File: src/hw/cmst_pkg.sv
// Package for the CAN mode, status and transmit-buffer control block.
// Assumes a single clock domain and an APB register slave.
package cmst_pkg;
  // Register byte addresses
  localparam logic [11:0] ADDR_CTRL = 12'h000;
  localparam logic [11:0] ADDR_STAT = 12'h004;
  localparam logic [11:0] ADDR_MAPCTL = 12'h008;
  localparam logic [11:0] ADDR_COMMUNICATION_ERROR_STATUS = 12'h00C;
  localparam logic [11:0] ADDR_TXCON0 = 12'h010;
  localparam logic [11:0] ADDR_TXCON1 = 12'h014;
  localparam logic [11:0] ADDR_TXCON2 = 12'h018;
  // Functional modes
  localparam logic [1:0] FM_LEGACY = 2'h0;
  localparam logic [1:0] FM_ENH_LEGACY = 2'h1;
  localparam logic [1:0] FM_ENH_QUEUE = 2'h2;
  // Operating mode status codes
  localparam logic [2:0] OPM_NORMAL = 3'h0;
  localparam logic [2:0] OPM_SLEEP = 3'h1;
  localparam logic [2:0] OPM_LOOPBACK = 3'h2;
  localparam logic [2:0] OPM_LISTEN = 3'h3;
  localparam logic [2:0] OPM_CONFIG = 3'h4;
  // Reset values
  localparam logic [4:0] EXT_MAP_RESET = 5'h10;
  localparam logic [2:0] LEG_MAP_RESET = 3'h0;
  // Error counter thresholds
  localparam logic [8:0] TEC_BUSOFF_LIM = 9'h0FF;
  localparam logic [8:0] TEC_PASSIVE_LIM = 9'h07F;
  localparam logic [8:0] TEC_WARN_LIM = 9'h05F;
  localparam logic [7:0] REC_PASSIVE_LIM = 8'h7F;
  localparam logic [7:0] REC_WARN_LIM = 8'h5F;
  // Receive queue watermarks, buffers left free
  localparam logic [3:0] WM_HIGH_FREE = 4'h1;
  localparam logic [3:0] WM_LOW_FREE = 4'h4;
  // Transmit buffer control field positions
  localparam int TXC_DONE = 7;
  localparam int TXC_ABT = 6;
  localparam int TXC_LARB = 5;
  localparam int TXC_ERR = 4;
  localparam int TXC_REQ = 3;
  // Window decode kinds
  localparam logic [2:0] WK_OTHER = 3'h0;
  localparam logic [2:0] WK_TX = 3'h1;
  localparam logic [2:0] WK_RX = 3'h2;
  localparam logic [2:0] WK_CFGBUF = 3'h3;
  localparam logic [2:0] WK_RXINT = 3'h4;
  localparam logic [4:0] EW_TX0 = 5'h03;
  localparam logic [4:0] EW_TX2 = 5'h05;
  localparam logic [4:0] EW_RXINT = 5'h0F;
  localparam logic [4:0] EW_RX0 = 5'h10;
  localparam logic [4:0] EW_RX1 = 5'h11;
  localparam logic [4:0] EW_CFG0 = 5'h12;
  localparam logic [4:0] EW_CFG5 = 5'h17;

  // Transmit events from the frame engine, one bit per buffer
  typedef struct packed {
    logic [2:0] done;
    logic [2:0] aborted;
    logic [2:0] arbLost;
    logic [2:0] busErr;
  } cmst_txev_t;

  // Decoded access window
  typedef struct packed {
    logic [2:0] kind;
    logic [2:0] index;
  } cmst_win_t;

  // Whole block state
  typedef struct packed {
    logic [2:0] reqMode;
    logic [2:0] legMap;
    logic [1:0] modeSel;
    logic wm;
    logic [4:0] extMap;
    logic [2:0] operating_mode_status;
    logic ovf0;
    logic ovf1;
    logic [2:0] txDone;
    logic [2:0] tx_aborted_status;
    logic [2:0] tx_arbitration_lost_status;
    logic [2:0] tx_bus_fault_status;
    logic [2:0] tx_send_request;
    logic [2:0] txAbortReq;
    logic [5:0] tx_buffer_priority;
    logic txSelValid;
    logic [1:0] txSel;
    cmst_win_t legacy_map_select;
    logic [31:0] rdata;
    logic slverr;
  } cmst_state_t;
endpackage

File: src/hw/cmst_ctrl.sv
// Mode select, communication status and transmit buffer control of a CAN
// controller, with an APB register slave. Assumes the frame engine on the
// same clock supplies error counts, queue levels and per-buffer events.
// Overview of operation
// - Two-bit functional mode: 00 legacy (reset), 01 enhanced legacy, 10 queue.
// - Functional mode field only writable while in configuration mode.
// - Three-bit operating mode status: 100 config, 011 listen, 010 loop, 000 normal.
// - Queue mode only: queue interrupt at one free (watermark 1) or four free.
// - Queues of four or fewer buffers still raise the low-watermark interrupt.
// - Five-bit extended map select picks the banked group shown in the window.
// - Modes 1, 2: codes map tx, rx, configurable, rx-int groups; zero in mode 0.
// - Legacy map select sits at control bits 3:1, aligned with interrupt code.
// - Mode 0: sticky bit 7 set on receive buffer 0 overrun, software cleared.
// - Mode 2: bit 7 shows queue not empty; reads zero in mode 1.
// - Sticky bit 6 on overrun: buffer 1 in mode 0, any buffer otherwise.
// - Transmitter bus-off bit while transmit error count exceeds 255.
// - Transmitter passive bit while transmit error count exceeds 127.
// - Receiver passive bit while receive error count exceeds 127.
// - Transmitter warning bit while transmit error count exceeds 95.
// - Receiver warning bit while receive count above 95 and at most 127.
// - Combined warning bit 0 is OR of receiver and transmitter warnings.
// - Done flag bit 7 set on completion; read-only mode 0, clearable otherwise.
// - Read-only aborted, arbitration-lost and bus-error status bits per buffer.
// - Writing request 1 schedules the buffer and clears its three status bits.
// - Request bit cleared by hardware after a successful send.
// - Pending buffer is read-only; clearing its request asks for an abort (its done flag still clears by software in modes 1, 2).
// - Two-bit buffer priority orders pending buffers, 11 highest.
//
// Design decisions made here: the register addresses and the APB interface to the registers.
`timescale 1ns/10ps

module cmst_ctrl
  import cmst_pkg::*;
(
  // Clock and reset
  input wire logic clk,
  input wire logic nrst,
  // APB slave
  input wire logic psel,
  input wire logic penable,
  input wire logic pwrite,
  input wire logic [11:0] paddr,
  input wire logic [31:0] pwdata,
  input wire logic [3:0] pstrb,
  output logic [31:0] prdata,
  output logic pready,
  output logic pslverr,
  // Frame engine status
  input wire logic modeSwitchOk,
  input wire logic [8:0] txErrCount,
  input wire logic [7:0] rxErrCount,
  input wire logic [4:0] interruptSourceCode,
  input wire logic [3:0] rxQueueCount,
  input wire logic [3:0] rxQueueFree,
  input wire logic rxOverrun0,
  input wire logic rxOverrun1,
  input wire logic rxOverrunAny,
  input wire cmst_txev_t txEvents,
  // Control toward the frame engine
  output logic [2:0] operatingModeStatus,
  output logic [1:0] functionalModeSelect,
  output logic [2:0] txPending,
  output logic [2:0] txAbortRequest,
  output logic txSelValid,
  output logic [1:0] txSelect,
  output logic rxQueueIrq,
  output cmst_win_t accessWindow
);

  cmst_state_t q, d;
  logic [7:0] commStat;
  logic wrStb, rdSetup;

  // Pick highest priority pending buffer, ties to the higher number
  function automatic logic [2:0] pickTx(input logic [2:0] pend,
                                        input logic [5:0] pri);
    logic [2:0] res;
    logic [1:0] best;
    res = 3'h0;
    best = 2'h0;
    for (int i = 0; i < 3; i++) begin
      if (pend[i] && (!res[2] || pri[2*i+:2] >= best)) begin
        res = {1'b1, 2'(i)};
        best = pri[2*i+:2];
      end
    end
    return res;
  endfunction

  // Decode the window selection into a kind and index
  function automatic cmst_win_t mapWindow(input logic [1:0] fm,
                                          input logic [4:0] ext,
                                          input logic [2:0] leg);
    cmst_win_t w;
    w = '{kind: WK_OTHER, index: 3'h0};
    if (fm == FM_LEGACY) begin
      case (leg)
        3'h4: w = '{kind: WK_TX, index: 3'h0};
        3'h3: w = '{kind: WK_TX, index: 3'h1};
        3'h2: w = '{kind: WK_TX, index: 3'h2};
        3'h5: w = '{kind: WK_RX, index: 3'h1};
        default: w = '{kind: WK_RX, index: 3'h0};
      endcase
    end else if (ext >= EW_TX0 && ext <= EW_TX2) begin
      w = '{kind: WK_TX, index: 3'(ext - EW_TX0)};
    end else if (ext == EW_RX0 || ext == EW_RX1) begin
      w = '{kind: WK_RX, index: 3'(ext - EW_RX0)};
    end else if (ext >= EW_CFG0 && ext <= EW_CFG5) begin
      w = '{kind: WK_CFGBUF, index: 3'(ext - EW_CFG0)};
    end else if (ext == EW_RXINT) begin
      w = '{kind: WK_RXINT, index: 3'h0};
    end
    return w;
  endfunction

  // Communication status, bits 5:0 live from the error counters, bits 7:6 from the overrun flags or queue level
  always_comb begin
    commStat = 8'h00;
    commStat[5] = txErrCount > TEC_BUSOFF_LIM;
    commStat[4] = txErrCount > TEC_PASSIVE_LIM;
    commStat[3] = rxErrCount > REC_PASSIVE_LIM;
    commStat[2] = txErrCount > TEC_WARN_LIM;
    commStat[1] = rxErrCount > REC_WARN_LIM &&
                  rxErrCount <= REC_PASSIVE_LIM;
    commStat[0] = commStat[1] | commStat[2];
    commStat[6] = q.ovf1;
    case (q.modeSel)
      FM_LEGACY: commStat[7] = q.ovf0;
      FM_ENH_QUEUE: commStat[7] = rxQueueCount != 4'h0;
      default: commStat[7] = 1'b0;
    endcase
  end

  // APB strobes: writes land at the access edge, reads prepared in setup
  assign wrStb = psel && penable && pwrite && pstrb[0];
  assign rdSetup = psel && !penable;

  // Next-state logic for the whole block
  always_comb begin
    d = q;
    // Register writes
    if (wrStb) begin
      case (paddr)
        ADDR_CTRL: begin
          d.reqMode = pwdata[7:5];
          d.legMap = pwdata[3:1];
        end
        ADDR_MAPCTL: begin
          if (q.operating_mode_status == OPM_CONFIG && pwdata[7:6] != 2'h3) begin
            d.modeSel = pwdata[7:6];
          end
          d.wm = pwdata[5];
          d.extMap = pwdata[4:0];
        end
        ADDR_COMMUNICATION_ERROR_STATUS: begin
          if (!pwdata[7]) begin
            d.ovf0 = 1'b0;
          end
          if (!pwdata[6]) begin
            d.ovf1 = 1'b0;
          end
        end
        default: ;
      endcase
      for (int i = 0; i < 3; i++) begin
        if (paddr == ADDR_TXCON0 + 12'(4 * i)) begin
          if (q.modeSel != FM_LEGACY && !pwdata[TXC_DONE]) begin
            d.txDone[i] = 1'b0;
          end
          if (q.tx_send_request[i]) begin
            if (!pwdata[TXC_REQ]) begin
              d.txAbortReq[i] = 1'b1;
            end
          end else begin
            d.tx_buffer_priority[2*i+:2] = pwdata[1:0];
            if (pwdata[TXC_REQ]) begin
              d.tx_send_request[i] = 1'b1;
              d.tx_aborted_status[i] = 1'b0;
              d.tx_arbitration_lost_status[i] = 1'b0;
              d.tx_bus_fault_status[i] = 1'b0;
            end
          end
        end
      end
    end
    // Hardware events win over software clears
    if (q.modeSel == FM_LEGACY) begin
      if (rxOverrun0) begin
        d.ovf0 = 1'b1;
      end
      if (rxOverrun1) begin
        d.ovf1 = 1'b1;
      end
    end else if (rxOverrunAny) begin
      d.ovf1 = 1'b1;
    end
    for (int i = 0; i < 3; i++) begin
      if (q.tx_send_request[i]) begin
        if (txEvents.arbLost[i]) begin
          d.tx_arbitration_lost_status[i] = 1'b1;
        end
        if (txEvents.busErr[i]) begin
          d.tx_bus_fault_status[i] = 1'b1;
        end
        if (txEvents.aborted[i]) begin
          d.tx_aborted_status[i] = 1'b1;
          d.tx_send_request[i] = 1'b0;
          d.txAbortReq[i] = 1'b0;
        end
        if (txEvents.done[i]) begin
          d.txDone[i] = 1'b1;
          d.tx_send_request[i] = 1'b0;
          d.txAbortReq[i] = 1'b0;
        end
      end
    end
    // Operating mode follows the request once the engine allows it
    if (modeSwitchOk && q.reqMode <= OPM_CONFIG) begin
      d.operating_mode_status = q.reqMode;
    end
    // Transmit selection and access window
    {d.txSelValid, d.txSel} = pickTx(q.tx_send_request & ~q.txAbortReq, q.tx_buffer_priority);
    d.legacy_map_select = mapWindow(q.modeSel, q.extMap, q.legMap);
    // Read data prepared during the setup phase
    d.slverr = 1'b0;
    if (rdSetup) begin
      d.rdata = 32'h0000_0000;
      case (paddr)
        ADDR_CTRL: begin
          d.rdata[7:5] = q.reqMode;
          if (q.modeSel == FM_LEGACY) begin
            d.rdata[3:1] = q.legMap;
          end
        end
        ADDR_STAT: begin
          d.rdata[7:5] = q.operating_mode_status;
          if (q.modeSel == FM_LEGACY) begin
            d.rdata[3:1] = interruptSourceCode[3:1];
          end else begin
            d.rdata[4:0] = interruptSourceCode;
          end
        end
        ADDR_MAPCTL: begin
          d.rdata[7:5] = {q.modeSel, q.wm};
          if (q.modeSel != FM_LEGACY) begin
            d.rdata[4:0] = q.extMap;
          end
        end
        ADDR_COMMUNICATION_ERROR_STATUS: d.rdata[7:0] = commStat;
        ADDR_TXCON0, ADDR_TXCON1, ADDR_TXCON2: begin
          for (int i = 0; i < 3; i++) begin
            if (paddr == ADDR_TXCON0 + 12'(4 * i)) begin
              d.rdata[7:0] = {q.txDone[i], q.tx_aborted_status[i], q.tx_arbitration_lost_status[i],
                              q.tx_bus_fault_status[i], q.tx_send_request[i], 1'b0,
                              q.tx_buffer_priority[2*i+:2]};
            end
          end
        end
        default: d.slverr = 1'b1;
      endcase
    end
  end

  // State register
  always_ff @(posedge clk) begin
    if (!nrst) begin
      q <= '0;
      q.reqMode <= OPM_CONFIG;
      q.operating_mode_status <= OPM_CONFIG;
      q.modeSel <= FM_LEGACY;
      q.extMap <= EXT_MAP_RESET;
      q.legMap <= LEG_MAP_RESET;
    end else begin
      q <= d;
    end
  end

  // Outputs
  assign prdata = q.rdata;
  assign pready = 1'b1;
  assign pslverr = q.slverr && psel && penable;
  assign operatingModeStatus = q.operating_mode_status;
  assign functionalModeSelect = q.modeSel;
  assign txPending = q.tx_send_request;
  assign txAbortRequest = q.txAbortReq;
  assign txSelValid = q.txSelValid;
  assign txSelect = q.txSel;
  assign accessWindow = q.legacy_map_select;
  // Queue interrupt, level while free space is at or below the mark
  assign rxQueueIrq = q.modeSel == FM_ENH_QUEUE &&
      rxQueueFree <= (q.wm ? WM_HIGH_FREE : WM_LOW_FREE);
endmodule // cmst_ctrl

File: config.mk
export PLATFORM = sky130hd
export DESIGN_NAME = cmst_ctrl
export DESIGN_NICKNAME = d
export VERILOG_FILES = /design/src/hw/cmst_pkg.sv /design/src/hw/cmst_ctrl.sv
export SDC_FILE = /design/constraint.sdc
export NUM_CORES = 1
export LEC_CHECK = 0
export BUFFER_PORTS_ARGS = -buffer_cell sky130_fd_sc_hd__buf_2
export CAP_MARGIN = 10
export CORE_UTILIZATION = 45
export DETAILED_ROUTE_END_ITERATION = 16
export GPL_TIMING_DRIVEN = 0
export PLACE_DENSITY = 0.75
export SYNTH_ARGS = -nofsm -noshare
export SYNTH_HDL_FRONTEND = slang
export SYNTH_SLANG_ARGS = --single-unit
File: constraint.sdc
create_clock -name clk -period 3.15 [get_ports clk]
set_input_delay 0.4725 -clock clk [delete_from_list [all_inputs] [get_ports clk]]
set_output_delay 0.4725 -clock clk [all_outputs]
set_load 0.005 [all_outputs]
======== Word level (Yosys, flattened, before mapping) ========
Index checks and enable logic that the tools add are counted.
word-level totals
  output and inout bits ................... 55
  logic and storage cells ................. 231
  input bits .............................. 99
  bits in registers ....................... 61
operators by class
  bitwise logic cells ..................... 7
  muxes and demuxes ....................... 131
  add/subtract/negate cells ............... 3
  eq/ne operators ......................... 16
  reduce and logical (&&, ||, !) cells .... 36
  $lt $le $gt $ge ......................... 14
operators with widths
  kind                   count
  $mux W1                101
  $eq A12 B5 Y1 const B  3
  $mux W6                5
  $pmux W3 S5            2
  $mux W26               1
  $eq A12 B4 Y1 const B  2
  $mux W8                3
  $pmux W5 S4            1
  $gt A9 B7 Y1 const B   2
  $mux W2                9
  $gt A8 B7 Y1 const B   2
  $logic_and A1 B1 Y1    15
  $mux W3                5
  $eq A12 B3 Y1 const B  1
  $logic_not A12 Y1      1
  $reduce_and A3 Y1      4
  $eq A5 B5 Y1 const B   2
  $eq A3 B3 Y1 const B   3
  $gt A9 B8 Y1 const B   1
  $le A8 B7 Y1 const B   1
  $pmux W1 S4            2
  $reduce_or A7 Y1       1
  $eq A3 B2 Y1 const B   2
  $reduce_and A2 Y1      3
  25 further kinds       35

======== Logic depth before layout (Yosys ltp) ========
Gate-level depths: netlist (run 1).
  depth in word-level cells ............... 11
  gate-level depth with buffers ........... 13
  depth with buffers taken out ............ 12

======== Least setup slack after synthesis (run 1) ========
Ideal clock, no wire load.
  path type ............................... register to register
  from .................................... register q, in the netlist txPending[0]
  to ...................................... register q, in the netlist txSelect[1]
  stages on the path, launching flop included .. 13
  arrival time ............................ 2.461 ns
  clock period less this slack ............ 2.576 ns
  library setup time ...................... 0.115 ns
  required time ........................... 3.035 ns
  buffers on the path ..................... 1
  slack ................................... 0.574 ns
  cells stage by stage .................... dfxtp_1 -> clkbuf_1 -> nor2b_1 -> and2_1 -> ha_1 -> nand2b_1 -> a211oi_1 -> nor2_1 -> mux2_2 -> ha_1 -> o21ai_0 -> a21oi_1 -> and2_1
on the way
  cells in the longest elaborated chain, start to end .. 10
  elaborated cells on any way between the ends .. 14
  classes of those cells .................. order compare (2); mux (5); bitwise (1); reduce/logical (6)
RTL lines
  element                                                  RTL line          text
  start: declaration                                       cmst_ctrl.sv:70   cmst_state_t q, d;
  $and A3 B3 Y3 (*)                                        cmst_ctrl.sv:222  {d.txSelValid, d.txSel} = pickTx(q.tx_send_request & ~q.txAbortReq, q.tx_buffer_priority);
  $mux W2 / $mux W3 (equally long branches)                cmst_ctrl.sv:82   if (pend[i] && (!res[2] || pri[2*i+:2] >= best)) begin
  $ge A2 B2 Y1 / $logic_not A1 Y1 (equally long branches)  cmst_ctrl.sv:82
  $logic_or A1 B1 Y1                                       cmst_ctrl.sv:82
  $logic_and A1 B1 Y1                                      cmst_ctrl.sv:82
  $mux W2 / $mux W3 (equally long branches)                cmst_ctrl.sv:82
  $ge A2 B2 Y1 / $logic_not A1 Y1 (equally long branches)  cmst_ctrl.sv:82
  $logic_or A1 B1 Y1                                       cmst_ctrl.sv:82
  $logic_and A1 B1 Y1                                      cmst_ctrl.sv:82
  $mux W3 (*)                                              cmst_ctrl.sv:82
Every way passes the cells marked *; elsewhere a longest branch is shown, timed or not.
A chain may end at the register's enable or synchronous reset.

======== Worst setup path after layout (run 1) ========
  from .................................... register q, in the netlist txPending[0]
  to ...................................... register q, in the netlist txSelect[0]
on the way
  cells in the longest elaborated chain, start to end .. 10
  elaborated cells on any way between the ends .. 14
  classes of those cells .................. order compare (2); mux (4); bitwise (1); reduce/logical (7)
RTL lines
  element                                                  RTL line
  $and A3 B3 Y3 (*)                                        cmst_ctrl.sv:222
  $mux W2 / $mux W3 (equally long branches)                cmst_ctrl.sv:82
  $ge A2 B2 Y1 / $logic_not A1 Y1 (equally long branches)  cmst_ctrl.sv:82
  $logic_or A1 B1 Y1                                       cmst_ctrl.sv:82
  $logic_and A1 B1 Y1                                      cmst_ctrl.sv:82
  $mux W2 / $mux W3 (equally long branches)                cmst_ctrl.sv:82
  $ge A2 B2 Y1 / $logic_not A1 Y1 (equally long branches)  cmst_ctrl.sv:82
  $logic_or A1 B1 Y1                                       cmst_ctrl.sv:82
  $logic_and A1 B1 Y1                                      cmst_ctrl.sv:82
  $reduce_or A2 Y1 (no line)                               -
Marked as above.

==> results of run 1 <==
## Yosys cell counts, types with 2 or more instances
library cell	number
dfxtp_1	61
buf_4	52
a21oi_1	35
o21ai_0	35
nand2_1	32
nand3_1	24
nor2_1	21
clkbuf_1	20
ha_1	14
inv_1	14
nand2b_1	14
nor3_1	14
a32o_1	9
mux2_2	7
mux2i_1	7
a221o_1	6
a211oi_1	5
a221oi_1	5
a31oi_1	5
and2_1	5
and3_1	5
nor2b_1	5
o22ai_1	4
o31ai_1	4
or3_1	4
a2111oi_0	3
a21boi_0	3
nand3b_1	3
nor4_1	3
a22o_1	2
a22oi_1	2
buf_2	2
conb_1	2
nand4_1	2
nor3b_1	2
nor4_2	2
o211ai_1	2
o21a_1	2
or4_1	2
or4_4	2
## metrics by stage
step                      cell area (um2)  instances  setup WS, ns  power, mW  hold WS (ns)
after CTS                            4630        693         0.236       1.60         0.331
final                                4630        693         0.357       1.60         0.337
after floorplan                      3880        485         0.574      0.891         0.426
after detailed placement             4460        678         0.261      0.969         0.452
after global placement               4460        678         0.298      0.968         0.437
after global routing                 4630        693         0.109       1.66         0.334
## logic make-up after synthesis
| logic type | count (synthesis) | share of synthesized area |
|---|---|---|
| xor+xnor | 1 | 0.00231 |
| fa+ha+maj | 14 | 0.0461 |
| compound gates | 132 | 0.231 |
| simple gates | 145 | 0.206 |
| mux | 15 | 0.0451 |
| other cells | 2 | 0.00198 |
| buf+inv | 92 | 0.145 |
| flops | 61 | 0.322 |
## path summary, 6_finish.rpt
path              depth (start not counted)  slack, ns                     end
setup / recovery                         12       0.36  txSelect[0]$_SDFF_PP0_
hold / removal                            2       0.34        q[55]$_SDFF_PN0_
setup reg to reg                         12       0.36  txSelect[0]$_SDFF_PP0_
hold reg to reg                           2       0.46  prdata[2]$_SDFFE_PN0P_
## power by group
group | internal, mW | switching (mW)
clock network | 0.345 | 0.297
logic | 0.0747 | 0.106
registers | 0.774 | 0.00174
## flip-flops by register name (all words and copies together) (netlist names)
signal,cells
q,32
txSelect,2
txSelValid,1
functionalModeSelect,2
txPending,3
prdata,8
operatingModeStatus,3
accessWindow,6
txAbortRequest,3
commStat,1
## layer usage
| metal | up-vias | wire (um) |
|---|---|---|
| li1 | 1844 | - |
| met2 | 198 | 5180 |
| met3 | 20 | 892 |
| met5 | - | 0 |
| met4 | 0 | 214 |
| met1 | 1760 | 5100 |
## timing repair
item / in CTS / in global routing
setup buffers: 0 / 0
gates resized for setup: 0 / 2
endpoints found under the setup margin: 0 / 2
## layout make-up
cell class,count,area (um2)
well taps,105,131
multi-input cells,332,2110
inverters,15,56.3
repair buffers,88,440
fillers,816,3540
clock buffers,14,173
plain buffers,77,497
clock inverters,1,5.00
flip-flops and latches,61,1220
## critical path: stages (launching register included)
cell	delay, ns
dfxtp_1	0.33
clkbuf_2	0.24
nor2b_1	0.19
and2_1	0.16
ha_1	0.22
nand2b_1	0.14
a211oi_1	0.32
nor2_1	0.12
mux2_2	0.29
ha_1	0.26
o21ai_0	0.16
a21oi_1	0.10
nor4_1	0.18
==> impl_results.md, run 1 <==
* Clk_lat worst skew at 0.35 ns
* Worst setup startpoint: txPending[0]$_SDFF_PN0_
* Top cells by area, synth: dfxtp_1, buf_4, a21oi_1
* Most used routing layer: met2
* Post-Syn Area at 3800 um2
* Worst hold path type: in2reg
* Vias per cell at 5.52
* Nature of the critical path endpoint: flip-flop
* First-pass GRT wire length at 17.5 mm
* GR Layer Usage met1 at 0.356
* Slew Viols, Final at 0
* Starting Density at 0.464
* Die Width at 93.9 um
* Final GP Congestion at 0.904
* CTS Sinks at 61
* Vias at 3822
* Unrepaired setup endpoints after global routing: false
* Post-Route WL at 11.4 mm
* Critical path fanouts, max at 10
* Final-report hold violation count at 0
* Ys flop type: dfxtp_1
* Worst clock skew at 0.00878 ns
* ANT nets after route at 0
* Clock root cell: clkbuf_8
* Layout Nets at 697
* Leak at 2.01 nW
* Layout cells sized above 1 at 0.296
* Syn Inst Count at 462
* Setup TNS at 0 ns
* CP Data Arrival Time at 3.04 ns
* Outcome: completed
* Clk buf depth at 2
* Number of max-cap violations at 0
* Achievable Freq at 358 MHz
* Pin count of the biggest net entering global routing at 11
* Number of global-route vias before repair at 3406
* DRC Markers at 0
* Type of origin of the critical path: flip-flop
* Die ar. at 8810 um2
* Rows at 33
* Total core area at 8180 um2
* Die H at 93.9 um
* # setup viols final at 0
* Synth unique cells at 61
* Yosys top cell by area: dfxtp_1
* FF-to-FF Start: txPending[0]$_SDFF_PN0_
* Critical Path RT at 3.40 ns
* Syn. warnings at 0
* Worst-path clk slew at 0.06 ns
* Worst-Margin Slew at 1.19 ns
* Post-synth top area share at 0.322
* Slew headroom at 0.189
* I/O Buffers at 88
* Post-synth EDFFs at 0
* H-tree Lvls at 3
* N_diodes at 0
* Synthesized flop and latch total at 61
* Peak supply drop at 0.269 mV
* Syn_area_per_cell at 8.22 um2
* Pre-antenna DRT Iters at 6
* Fin crit period at 2.79 ns
* Initial antenna violation count at 0
* Met3 GRT Util at 0.0510
* Crit Path Class: reg2reg
* Initial drt markers at 379
* GR Util met2 at 0.419
* CTS tree: yes
* Area grow syn2layout at 22.0%
* Total global-route track usage at 0.265
* Drt wl/cell at 16.4 um
* Post-synthesis sequential area ratio at 0.322
* Power Density at 345 nW/um2
* Crit share post-route at 0.887
* Hold buffer count at CTS at 0
* Most frequent cells in the layout: buf_2, dfxtp_1, buf_4
* Dpl hpwl at 8.60 mm
* # IOs at 154
* Worst min-delay path startpoint: txEvents[1]
* GRT overflow at 0
* Final Util at 0.567
* Share of flip-flops with an asynchronous set or reset at 0
* Commonest non-fill, non-tap cell in the layout: buf_2
* Clock buffer count from CTS at 9
No activity file was read; power rests on OpenSTA's default activity.
==> inputs of run 2 (changes only) <==
- BUFFER_PORTS_ARGS: -buffer_cell sky130_fd_sc_hd__buf_2 -> -buffer_cell sky130_fd_sc_hd__buf_4
- SLEW_MARGIN: default -> 25
==> impl_results.md, run 2 (synthesis results as in run 1) <==
* Outcome: completed (unchanged)
* Power Density at 343 nW/um2 (was 345 nW/um2)
* Clk buf depth at 2 (unchanged)
* Peak supply drop at 0.281 mV (was 0.269 mV)
* Die H at 93.9 um (unchanged)
* Vias at 3862 (was 3822)
* Area grow syn2layout at 28.3% (was 22.0%)
* Max incr delay on CP at 0.33 ns (about the same)
* I/O Buffers at 88 (unchanged)
* Pre-antenna DRT Iters at 6 (unchanged)
* Commonest non-fill, non-tap cell in the layout: buf_4 (was buf_2)
* Combinational share of power at 0.120 (was 0.113)
* Clock buffer count from CTS at 9 (unchanged)
* Vias per cell at 5.56 (was 5.52)
* Layout cells sized above 1 at 0.297 (was 0.296)
* Type of origin of the critical path: flip-flop (unchanged)
* # setup viols final at 0 (unchanged)
* Switching Power at 0.417 mW (was 0.404 mW)
* CTS tree: yes (unchanged)
* Leak at 2.06 nW (was 2.01 nW)
* FF-to-FF Start: txPending[0]$_SDFF_PN0_ (unchanged)
* Nature of the critical path endpoint: flip-flop (unchanged)
* Setup WS post-layout at 0.372 ns (was 0.357 ns)
* Final GP Congestion at 0.915 (was 0.904)
* Hold buffer count at CTS at 0 (unchanged)
* CTS Sinks at 61 (unchanged)
* Total global-route track usage at 0.263 (was 0.265)
* Rows at 33 (unchanged)
* Crit share post-route at 0.882 (was 0.887)
* Fin crit period at 2.78 ns (was 2.79 ns)
* Worst-Margin Slew at 0.938 ns (was 1.19 ns)
* Crit Path Class: reg2reg (unchanged)
* GRT overflow at 0 (unchanged)
* Worst min-delay path startpoint: txEvents[3] (was txEvents[1])
* H-tree Lvls at 3 (unchanged)
* CP Data Arrival Time at 3.02 ns (was 3.04 ns)
* Critical path fanouts, max at 10 (unchanged)
* Slowest stage cell, crit path: dfxtp_1 (unchanged)
* Dpl hpwl at 8.60 mm (about the same)
* Layout Nets at 697 (unchanged)
* N_diodes at 0 (unchanged)
* Critical Path RT at 3.39 ns (was 3.40 ns)
* Net Sw Frac at 0.250 (was 0.253)
* Final-report hold violation count at 0 (unchanged)
* Post-CTS setup buffer count at 0 (unchanged)
* Post-Route WL at 11.2 mm (was 11.4 mm)
* Clk_lat worst skew at 0.34 ns (was 0.35 ns)
* Total core area at 8180 um2 (unchanged)
* # IOs at 154 (unchanged)
* ANT nets after route at 0 (unchanged)
* Number of global-route vias before repair at 3504 (was 3406)
* Slew headroom at 0.370 (was 0.189)
* Unrepaired setup endpoints after global routing: false (unchanged)
* Pin count of the biggest net entering global routing at 11 (unchanged)
* Setup TNS at 0 ns (unchanged)
* Clock root cell: clkbuf_8 (unchanged)
* Worst-path cell chain: clkbuf_2 -> nor2b_1 -> and2_1 -> ha_1 -> nand2b_1 -> a211oi_1 -> nor2_1 -> mux2_2 -> ha_1 -> o21ai_0 -> a21oi_1 -> and2_1 (was clkbuf_2 -> nor2b_1 -> and2_1 -> ha_1 -> nand2b_1 -> a211oi_1 -> nor2_1 -> mux2_2 -> ha_1 -> o21ai_0 -> a21oi_1 -> nor4_1)
* Max reg flops at 32 (unchanged)
* First-pass GRT wire length at 17.3 mm (was 17.5 mm)
* Most frequent cells in the layout: buf_4, dfxtp_1, a21oi_1, o21ai_0, nand2_1 (was buf_2, dfxtp_1, buf_4)
* DP Worst Slack at 0.221 ns (was 0.261 ns)
* Clock power frac at 0.416 (was 0.401)
* Worst clock skew at 0.00827 ns (was 0.00878 ns)
* Starting Density at 0.464 (unchanged)
* Sequential power share at 0.464 (was 0.485)
* Initial antenna violation count at 0 (unchanged)
* Largest delay share family, worst path: simple AND/OR/NAND/NOR gates (unchanged)
* Slew Viols, Final at 0 (unchanged)
* Worst hold path type: in2reg (unchanged)
* Achievable Freq at 360 MHz (was 358 MHz)
* DRC Markers at 0 (unchanged)
* Die Width at 93.9 um (unchanged)
* Number of max-cap violations at 0 (unchanged)
* Resized cells post-CTS at 0 (unchanged)
* Die ar. at 8810 um2 (unchanged)
* Worst-path clk slew at 0.07 ns (was 0.06 ns)
* Worst setup startpoint: txPending[0]$_SDFF_PN0_ (unchanged)
* Initial drt markers at 431 (was 379)
* Drt wl/cell at 16.2 um (was 16.4 um)
* Bufs and invs on worst path at 1 (unchanged)
* Cell Int Power at 1.25 mW (was 1.19 mW)
* Largest Register: q (unchanged)
-- run 2: cell count changes in the layout (fill, tap and decap cells not counted), sizes merged --
| cell | delta |
|---|---|
| clkbuf | -2 |
| clkinvlp | +1 |
| bufinv | +1 |
| clkinv | +1 |
-- run 2: metal layers --
metal  vias up  global-route usage  wire, um
met5         -                   0         0
met3        42              0.0534      1020
met4         0               0.136       388
met1      1726               0.345      4830
met2       239               0.404      4980
li1       1855                   -         -
-- run 2: metrics by stage --
| step | power [mW] | util | cell area [um2] | instances | hold slack [ns] |
|---|---|---|---|---|---|
| CTS | 1.67 | 0.596 | 4870 | 694 | 0.331 |
| detailed placement | 0.988 | 0.572 | 4680 | 678 | 0.452 |
| global placement | 0.988 | 0.572 | 4680 | 678 | 0.440 |
| finish | 1.67 | 0.596 | 4870 | 694 | 0.339 |
| global route | 1.72 | 0.596 | 4870 | 694 | 0.332 |
| floorplan | 0.891 | - | 3880 | 485 | 0.426 |
-- run 2: layout make-up --
| type | instances | area [um2] |
|---|---|---|
| fill | 760 | 3300 |
| tap | 105 | 131 |
| sequential | 61 | 1220 |
| inverter | 15 | 56.3 |
| clock buffer | 12 | 145 |
| clock inverter | 4 | 47.5 |
| buffer | 77 | 497 |
| timing repair buffer | 88 | 661 |
| multi-input combinational | 332 | 2110 |
-- run 2: worst paths after layout --
check | slack, ns | endpoint | cells after the start
setup reg to reg | 0.37 | txSelect[1]$_SDFF_PN0_ | 12
hold / removal | 0.34 | q[57]$_SDFF_PN0_ | 2
setup / recovery | 0.37 | txSelect[1]$_SDFF_PN0_ | 12
hold reg to reg | 0.46 | prdata[2]$_SDFFE_PN0P_ | 2
-- run 2: worst reg2reg max path, stage by stage (launching register included) --
cell      delay (ns)
dfxtp_1         0.33
clkbuf_2        0.23
nor2b_1         0.19
and2_1          0.16
ha_1            0.22
nand2b_1        0.15
a211oi_1        0.30
nor2_1          0.11
mux2_2          0.29
ha_1            0.26
o21ai_0         0.17
a21oi_1         0.10
and2_1          0.16
-- run 2: power groups by stage --
| stage | clock, mW | sequential, mW | combinational [mW] |
|---|---|---|---|
| floorplan | 0 | 0.793 | 0.0985 |
| global placement | 0 | 0.793 | 0.194 |
| detailed placement | 0 | 0.793 | 0.195 |
| CTS | 0.699 | 0.776 | 0.196 |
| global route | 0.731 | 0.776 | 0.215 |
| finish | 0.694 | 0.776 | 0.201 |
